### src/ptw_pkg.sv
package ptw_pkg;
  // Register offsets, byte addresses on the plain register port
  localparam logic [7:0] PTW_ADDR_CTRL = 8'h00;
  localparam logic [7:0] PTW_ADDR_CYCLE_WIDTH = 8'h04;
  localparam logic [7:0] PTW_ADDR_COUNT_PATTERN = 8'h08;
  localparam logic [7:0] PTW_ADDR_PULSE_WIDTH = 8'h0C;
  localparam logic [7:0] PTW_ADDR_ENABLE_STATUS = 8'h10;
  // Register field positions: control, count/pattern and enable/status
  localparam int PTW_CASCADE_BIT = 31;
  localparam int PTW_TAIL_BIT = 30;
  localparam int PTW_SHAPE_LSB = 20;
  localparam int PTW_ITER_LSB = 0;
  localparam int PTW_CNT_LSB = 16;
  localparam int PTW_PAT_LSB = 0;
  localparam int PTW_ENABLE_BIT = 0;
  localparam int PTW_BUSY_BIT = 8;
  localparam int PTW_DONE_BIT = 9;
  localparam int PTW_LEVEL_BIT = 10;
  // Reset values
  localparam logic [31:0] PTW_CTRL_RESET = 32'h0000_0000;
  localparam logic [2:0] PTW_SHAPE_RESET = 3'h0;
  // Timing: clock period and setting units, in ns
  localparam int PTW_CLK_NS = 100;
  localparam int PTW_PULSE_UNIT_NS = 8;
  localparam int PTW_CYCLE_UNIT_NS = 1;
  localparam int PTW_PULSE_SHIFT = $clog2(PTW_PULSE_UNIT_NS);
  localparam logic [32:0] PTW_STEP_NS = 33'(PTW_CLK_NS);
  localparam logic [3:0] PTW_TOP_BIT = 4'hF;
  // Output shapes
  localparam logic [2:0] PTW_FALL_EDGE = 3'h0;
  localparam logic [2:0] PTW_RISE_EDGE = 3'h1;
  localparam logic [2:0] PTW_NEG_PULSE = 3'h2;
  localparam logic [2:0] PTW_POS_PULSE = 3'h3;
  localparam logic [2:0] PTW_NEG_PERIOD = 3'h4;
  localparam logic [2:0] PTW_POS_PERIOD = 3'h5;
  localparam logic [2:0] PTW_PATTERN = 3'h6;
  localparam logic [2:0] PTW_RESERVED = 3'h7;

  typedef enum logic [1:0] {PTW_ST_IDLE, PTW_ST_RUN, PTW_ST_DONE} ptw_state_type;

  // Waveform settings, latched when the trigger fires
  typedef struct packed {
    logic [2:0] shape;
    logic [15:0] pulse_width;
    logic [31:0] cycle_width;
    logic [15:0] cycle_count;
    logic [15:0] pattern;
    logic [15:0] iteration;
    logic cascade;
    logic tail;
  } ptw_cfg_type;

  // Plain register port request
  typedef struct packed {
    logic [7:0] addr;
    logic [31:0] wdata;
    logic wr;
    logic rd;
  } ptw_req_type;
endpackage : ptw_pkg

### src/ptw_trigger_waveform.sv
// Decided for this implementation: the plain strobed port and the register offsets.
`timescale 1ns/1ps
`default_nettype none
module ptw_trigger_waveform
(
  // Clock and reset
  input wire logic sys_clk,
  input wire logic rstn,
  // Register port
  input wire ptw_pkg::ptw_req_type reg_req,
  output logic [31:0] reg_rdata,
  // Time compare and cascade chain
  input wire logic target_reached,
  input wire logic chain_has_tail,
  // Trigger pin and status
  output logic trig_out,
  output logic trig_busy
);
  import ptw_pkg::*;

  logic [31:0] ctrl_ff, nxt_ctrl;
  logic [31:0] cycle_width_ff, nxt_cycle_width;
  logic [31:0] count_pattern_ff, nxt_count_pattern;
  logic [15:0] pulse_width_ff, nxt_pulse_width;
  logic trig_unit_enable_ff, nxt_trig_unit_enable;
  logic [31:0] rdata_ff, nxt_rdata;
  ptw_state_type state_ff, nxt_state;
  ptw_cfg_type cfg_ff, nxt_cfg;
  logic [32:0] elapsed_ff, nxt_elapsed;
  logic [15:0] cycles_ff, nxt_cycles;
  logic [15:0] iters_ff, nxt_iters;
  logic [3:0] bit_idx_ff, nxt_bit_idx;
  logic out_ff, nxt_out;
  logic busy_ff, nxt_busy;
  logic fire;
  logic [32:0] step_sum;
  logic [32:0] pulse_ns;
  logic [32:0] cycle_ns;
  logic [32:0] end_ns;
  logic slot_end;
  logic [2:0] sel_shape;

  // Idle level of each shape; active level is its inverse
  function automatic logic idle_level(input logic [2:0] shape);
    idle_level = (shape == PTW_FALL_EDGE) || (shape == PTW_NEG_PULSE)
      || (shape == PTW_NEG_PERIOD);
  endfunction : idle_level

  assign sel_shape = ctrl_ff[PTW_SHAPE_LSB +: 3];
  assign fire = trig_unit_enable_ff && target_reached && (state_ff == PTW_ST_IDLE)
    && (sel_shape != PTW_RESERVED);
  assign pulse_ns = {17'h0, cfg_ff.pulse_width} << PTW_PULSE_SHIFT;
  assign cycle_ns = {1'b0, cfg_ff.cycle_width};
  assign step_sum = elapsed_ff + PTW_STEP_NS;
  assign end_ns = ((cfg_ff.shape == PTW_NEG_PULSE) || (cfg_ff.shape == PTW_POS_PULSE))
    ? pulse_ns : cycle_ns;
  assign slot_end = step_sum >= end_ns;

  // Register writes and one-cycle-late read data
  always_comb
  begin
    nxt_ctrl = ctrl_ff;
    nxt_cycle_width = cycle_width_ff;
    nxt_count_pattern = count_pattern_ff;
    nxt_pulse_width = pulse_width_ff;
    nxt_trig_unit_enable = trig_unit_enable_ff;
    nxt_rdata = 32'h0000_0000;
    if (reg_req.wr)
    begin
      unique case (reg_req.addr)
        PTW_ADDR_CTRL: nxt_ctrl = reg_req.wdata & 32'hCCF0_FFFF;
        PTW_ADDR_CYCLE_WIDTH: nxt_cycle_width = reg_req.wdata;
        PTW_ADDR_COUNT_PATTERN: nxt_count_pattern = reg_req.wdata;
        PTW_ADDR_PULSE_WIDTH: nxt_pulse_width = reg_req.wdata[15:0];
        PTW_ADDR_ENABLE_STATUS: nxt_trig_unit_enable = reg_req.wdata[PTW_ENABLE_BIT];
        default: nxt_ctrl = ctrl_ff;
      endcase
    end
    if (reg_req.rd)
    begin
      unique case (reg_req.addr)
        PTW_ADDR_CTRL: nxt_rdata = ctrl_ff;
        PTW_ADDR_CYCLE_WIDTH: nxt_rdata = cycle_width_ff;
        PTW_ADDR_COUNT_PATTERN: nxt_rdata = count_pattern_ff;
        PTW_ADDR_PULSE_WIDTH: nxt_rdata = {16'h0000, pulse_width_ff};
        PTW_ADDR_ENABLE_STATUS:
        begin
          nxt_rdata[PTW_ENABLE_BIT] = trig_unit_enable_ff;
          nxt_rdata[PTW_BUSY_BIT] = busy_ff;
          nxt_rdata[PTW_DONE_BIT] = (state_ff == PTW_ST_DONE);
          nxt_rdata[PTW_LEVEL_BIT] = out_ff;
        end
        default: nxt_rdata = 32'h0000_0000;
      endcase
    end
  end

  always_ff @(posedge sys_clk or negedge rstn)
  begin
    if (!rstn)
    begin
      ctrl_ff <= PTW_CTRL_RESET;
      cycle_width_ff <= 32'h0000_0000;
      count_pattern_ff <= 32'h0000_0000;
      pulse_width_ff <= 16'h0000;
      trig_unit_enable_ff <= 1'b0;
      rdata_ff <= 32'h0000_0000;
    end
    else
    begin
      ctrl_ff <= nxt_ctrl;
      cycle_width_ff <= nxt_cycle_width;
      count_pattern_ff <= nxt_count_pattern;
      pulse_width_ff <= nxt_pulse_width;
      trig_unit_enable_ff <= nxt_trig_unit_enable;
      rdata_ff <= nxt_rdata;
    end
  end

  // Waveform sequencer: time kept in ns, advanced one clock period per edge
  always_comb
  begin
    nxt_state = state_ff;
    nxt_cfg = cfg_ff;
    nxt_elapsed = elapsed_ff;
    nxt_cycles = cycles_ff;
    nxt_iters = iters_ff;
    nxt_bit_idx = bit_idx_ff;
    nxt_out = out_ff;
    unique case (state_ff)
      PTW_ST_IDLE:
      begin
        nxt_out = idle_level(sel_shape);
        if (fire)
        begin
          // Snapshot of all settings for the whole waveform
          nxt_cfg = '{shape: sel_shape, pulse_width: pulse_width_ff,
            cycle_width: cycle_width_ff,
            cycle_count: count_pattern_ff[PTW_CNT_LSB +: 16],
            pattern: count_pattern_ff[PTW_PAT_LSB +: 16],
            iteration: ctrl_ff[PTW_ITER_LSB +: 16],
            cascade: ctrl_ff[PTW_CASCADE_BIT], tail: ctrl_ff[PTW_TAIL_BIT]};
          nxt_elapsed = 33'h0_0000_0000;
          nxt_bit_idx = PTW_TOP_BIT;
          unique case (sel_shape)
            PTW_FALL_EDGE:
            begin
              nxt_out = 1'b0;
              nxt_state = PTW_ST_DONE;
            end
            PTW_RISE_EDGE:
            begin
              nxt_out = 1'b1;
              nxt_state = PTW_ST_DONE;
            end
            PTW_PATTERN:
            begin
              nxt_out = count_pattern_ff[PTW_PAT_LSB + 15];
              nxt_state = PTW_ST_RUN;
            end
            default:
            begin
              nxt_out = ~idle_level(sel_shape);
              nxt_state = PTW_ST_RUN;
            end
          endcase
        end
      end
      PTW_ST_RUN:
      begin
        nxt_elapsed = slot_end ? step_sum - end_ns : step_sum;
        unique case (cfg_ff.shape)
          PTW_NEG_PULSE, PTW_POS_PULSE:
          begin
            if (slot_end)
            begin
              nxt_out = idle_level(cfg_ff.shape);
              nxt_state = PTW_ST_DONE;
            end
          end
          PTW_NEG_PERIOD, PTW_POS_PERIOD:
          begin
            // Active phase first, then idle phase until cycle end
            nxt_out = (nxt_elapsed < pulse_ns) ? ~idle_level(cfg_ff.shape)
              : idle_level(cfg_ff.shape);
            if (slot_end)
            begin
              nxt_cycles = cycles_ff + 16'h0001;
              if ((cfg_ff.cycle_count != 16'h0000) && (nxt_cycles == cfg_ff.cycle_count))
              begin
                nxt_out = idle_level(cfg_ff.shape);
                nxt_state = PTW_ST_DONE;
              end
            end
          end
          default:
          begin
            if (slot_end)
            begin
              nxt_bit_idx = bit_idx_ff - 4'h1;
              nxt_cycles = cycles_ff + 16'h0001;
              if (bit_idx_ff == 4'h0)
              begin
                nxt_iters = iters_ff + 16'h0001;
              end
              nxt_out = cfg_ff.pattern[nxt_bit_idx];
              if (cfg_ff.cascade)
              begin
                // Iteration count only matters for a tail in a chain with one
                if (cfg_ff.tail && chain_has_tail && (bit_idx_ff == 4'h0)
                  && (iters_ff == cfg_ff.iteration))
                begin
                  nxt_out = idle_level(cfg_ff.shape);
                  nxt_state = PTW_ST_DONE;
                end
              end
              else if ((cfg_ff.cycle_count != 16'h0000)
                && (nxt_cycles == cfg_ff.cycle_count))
              begin
                nxt_out = idle_level(cfg_ff.shape);
                nxt_state = PTW_ST_DONE;
              end
            end
          end
        endcase
      end
      PTW_ST_DONE: nxt_out = out_ff;
    endcase
    // Disable aborts and clears state, time, counters and bit index, and sets the output to the idle level
    if (!trig_unit_enable_ff)
    begin
      nxt_state = PTW_ST_IDLE;
      nxt_elapsed = 33'h0_0000_0000;
      nxt_cycles = 16'h0000;
      nxt_iters = 16'h0000;
      nxt_bit_idx = PTW_TOP_BIT;
      nxt_out = idle_level(sel_shape);
    end
    nxt_busy = (nxt_state == PTW_ST_RUN);
  end

  always_ff @(posedge sys_clk or negedge rstn)
  begin
    if (!rstn)
    begin
      state_ff <= PTW_ST_IDLE;
      cfg_ff <= '0;
      elapsed_ff <= 33'h0_0000_0000;
      cycles_ff <= 16'h0000;
      iters_ff <= 16'h0000;
      bit_idx_ff <= PTW_TOP_BIT;
      out_ff <= 1'b1;
      busy_ff <= 1'b0;
    end
    else
    begin
      state_ff <= nxt_state;
      cfg_ff <= nxt_cfg;
      elapsed_ff <= nxt_elapsed;
      cycles_ff <= nxt_cycles;
      iters_ff <= nxt_iters;
      bit_idx_ff <= nxt_bit_idx;
      out_ff <= nxt_out;
      busy_ff <= nxt_busy;
    end
  end
  assign reg_rdata = rdata_ff;
  assign trig_out = out_ff;
  assign trig_busy = busy_ff;
endmodule : ptw_trigger_waveform
`default_nettype wire

### config.mk
export PLATFORM = sky130hd
export DESIGN_NAME = ptw_trigger_waveform
export DESIGN_NICKNAME = d
export VERILOG_FILES = /design/src/ptw_pkg.sv /design/src/ptw_trigger_waveform.sv
export SDC_FILE = /design/constraint.sdc
export NUM_CORES = 1
export LEC_CHECK = 0
export BUFFER_PORTS_ARGS = -buffer_cell sky130_fd_sc_hd__buf_2
export CORE_AREA = 5 5 228 230
export CTS_CLUSTER_SIZE = 10
export DETAILED_ROUTE_END_ITERATION = 8
export DIE_AREA = 0 0 233 235
export PLACE_DENSITY = 0.62
export SETUP_SLACK_MARGIN = 0.2
export SYNTH_ARGS = -nofsm -noshare
export SYNTH_HDL_FRONTEND = slang
export SYNTH_SLANG_ARGS = --single-unit
export TNS_END_PERCENT = 100
### constraint.sdc
create_clock -name sys_clk -period 5.7 [get_ports sys_clk]
set_input_delay 0.57 -clock sys_clk [delete_from_list [all_inputs] [get_ports sys_clk]]
set_output_delay 0.57 -clock sys_clk [all_outputs]
set_load 0.02 [all_outputs]
==> metrics.yaml <==
status:
  status: "finished, final reports clean"
floorplanning:
  die_h_um: 235
  initial_core_util_pct: 34.5
  rows: 82
  die_area_um2: 54800
  ioPinCount: 80
  die_w_um: 233
  core_um2: 49700
sta:
  relSlewSlack_pct: 29.0
  fin_ws_ns: 0.139
  drv_slew: 0
  rsz0062_at_grt: "true"
  hold_viol_final: 0
  tns_ns: 0
  setup_viol_count_final: 0
  max_slew.worst_pin.slew_ns: 1.07
  fmax_mhz: 180
  skew_ns: 0.0139
  timing.final.crit_share_pct: 97.6
  period_minus_slack_ns: 5.56
worst_setup_path:
  reg2reg_slack_ns: 0.14
  worstPathRequired_ns: 6.16
  rr_worst_depth: 28
  worst-path-max-fanout: 6
  crit_family: "simple AND/OR/NAND/NOR gates"
  start_kind: "flop"
  worstReg2RegStart: "elapsed_ff[3]"
  cp_slowest_cell: "or4_4"
  critPathArrivalTime_ns: 6.03
  crit_path_end_kind: "flop"
  path_depth: 28
  worstSetupStartpoint: "elapsed_ff[3]"
  path_class: "flop to flop"
  path_buf_inv: 3
  max_stage_delay_ns: 0.57
route:
  antenna_left: 0
  finalWirelength_mm: 49.5
  drt_iter0_drc: 1234
  avgViaCountPerCell: 5.39
  wire_per_inst_um: 20.0
  vias: 13300
  firstDrtPassIters: 5
  drcViolationCount: 0
yosys:
  syn_area_um2: 17100
  synth.avg_cell_area_um2: 10.5
  synth_ff_type: "dfrtp_1"
  yosys.area.top_type: "dfrtp_1"
  syn_inst: 1632
  syn_nets: 1733
  yosysMostFrequentCell: "dfrtp_1"
  synth_top_area_share_pct: 44.7
  synth-edff-count: 0
  synth_warnings: 0
  synth-seq-cells: 311
  seq_area_frac_synth_pct: 45.5
  synth_area_leaders: "dfrtp_1, mux2_2, xnor2_1"
  async_flop_share_pct: 100
  synth_common_cells: "dfrtp_1, mux2_2, nor2_1"
  ys_types: 76
pwr:
  netSwitchingPower_mw: 2.24
  p_int_mw: 4.46
  leakagePower_nw: 9.49
  max-vdd-ir-drop_mv: 0.187
  powerDensity_nw_per_um2: 328
  seq_power_share_pct: 35.8
  sw_frac_of_total_pct: 33.4
  pwr-share-comb_pct: 32.4
  p_clk_share_pct: 31.8
place:
  dp_slack_ns: -0.00867
  gp_congestion: 0.896
  dpl.hpwl_mm: 35.5
  portBuffers: 79
layout:
  multi_input_area_um2: 9260
  fillCellCount: 4772
  regArea_um2: 7790
  area_growth_pct: 19.3
  drive_gt1_share_pct: 29.8
  antenna_cells: 0
  layout.nets: 1880
global_route:
  grt_pass1_wl_mm: 77.2
  grt_pass1_vias: 13300
  grt_start_max_net_pins: 170
  grt_use_total_pct: 17.5
  antenna_found_initial: 2
  overflow: 0
job:
  cap_violations: 0
worst_hold_path:
  holdCritPathClass: "input pin to flop"
  min_path_cells: 2
  worst_hold_startpoint: "reg_req[31]"
clock_tree:
  tritoncts: "built"
  htree_levels: 2
  path_clk_slew_ns: 0.05
  clock_latency_ns: 0.54
  cts_buffers: 37
  clock_sinks: 311
  cts-root-buf: "clkbuf_16"
  clockBufferDepth: 3
## power by group through the flow
| stage | clock (mW) | sequential [mW] | combinational [mW] |
|---|---|---|---|
| after detailed placement | 0 | 2.43 | 1.88 |
| after global placement | 0 | 2.43 | 1.88 |
| after CTS | 2.18 | 2.39 | 1.97 |
| after global routing | 2.27 | 2.41 | 2.35 |
| final | 2.13 | 2.40 | 2.17 |
| after floorplan | 0 | 2.40 | 1.23 |
## registers in the layout (all words and copies together), names as in the netlist, 2 cells and up
register,count
elapsed_ff,33
cycle_width_ff,32
ctrl_ff,24
bit_idx_ff,4
pulse_width_ff,16
state_ff,2
count_pattern_ff,32
cycles_ff,16
reg_rdata,32
iters_ff,16
cfg_ff,101
## final timing paths
| check | to |
|---|---|
| setup / recovery | trig_out |
| hold reg to reg | cfg_ff[50] |
| min in group asynchronous | cycles_ff[6] |
| hold / removal | count_pattern_ff[29] |
| max in group asynchronous | elapsed_ff[4] |
| setup reg to reg | trig_out |
## per-stage QoR
| step | hold slack (ns) | utilization [%] | cell area [um^2] | std cells | power, mW |
|---|---|---|---|---|---|
| floorplan | 0.274 | - | 17200 | 1632 | 3.63 |
| global placement | 0.480 | 37.6 | 18700 | 2377 | 4.31 |
| detailed placement | 0.492 | 37.6 | 18700 | 2377 | 4.31 |
| CTS | 0.264 | 40.2 | 19900 | 2451 | 6.54 |
| global route | 0.273 | 41.1 | 20400 | 2472 | 7.03 |
| finish | 0.283 | 41.1 | 20400 | 2472 | 6.70 |
## worst register-to-register path, delay by kind of cell, from the launching register on
family,cells,cell delay (ns)
AOI/OAI and AO/OA,9,1.43
xor gates and xnor gates,1,0.19
adders and majority gates,3,0.84
buffers and inverters,3,0.45
DFF,1,0.40
and+or+nand+nor,12,2.19
## routing by layer
metal | part of all wire (%) | GRT usage, %
met2 | 48 | 28.9
met3 | 4.9 | 2.38
met5 | 0.014 | 0
met4 | 2.5 | 4.58
met1 | 44 | 24.4
## cells by family after synthesis
family	count (synthesis)	synth area share [%]
simple gates	475	13.6
mux	237	15.7
xor+xnor	111	5.68
fa+ha+maj	55	4.06
flops	311	45.5
buf+inv	127	2.95
compound gates	316	12.5
## layout make-up
type                    instances  area share [%]
multi-input cells            1194            45.3
flip-flops and latches        311            38.1
repair buffers                192            6.50
clock buffers                  56            4.93
well taps                     672            4.12
inverters                      43           0.790
clock inverters                 4           0.220
## repair_timing
item                       in CTS  in global routing
pin swaps                      16                 62
hold endpoints to repair       37                  0
resized for setup              22                 64
hold buffers                    1                  0
setup endpoints to repair       1                  1
setup buffers                  13                 21
## placed cells by master (no fill, tap or decap), drive strengths merged, types with 7 or more instances in the layout
master / n
nor4: 13
a211oi: 13
a22oi: 9
or3: 11
nor2b: 16
mux2i: 28
nand3: 35
nand2b: 23
and3: 24
and4: 7
a31oi: 10
o21ai: 75
clkbuf: 56
o211ai: 8
mux2: 204
o21a: 7
nor2: 146
xnor2: 78
a22o: 22
a211o: 9
nor3: 26
ha: 54
nand4: 30
a21o: 21
inv: 46
a222oi: 20
dfrtp: 306
xor2: 33
nand2: 118
buf: 191
and2: 9
a21oi: 78
No activity file was read; power rests on OpenSTA's default activity.
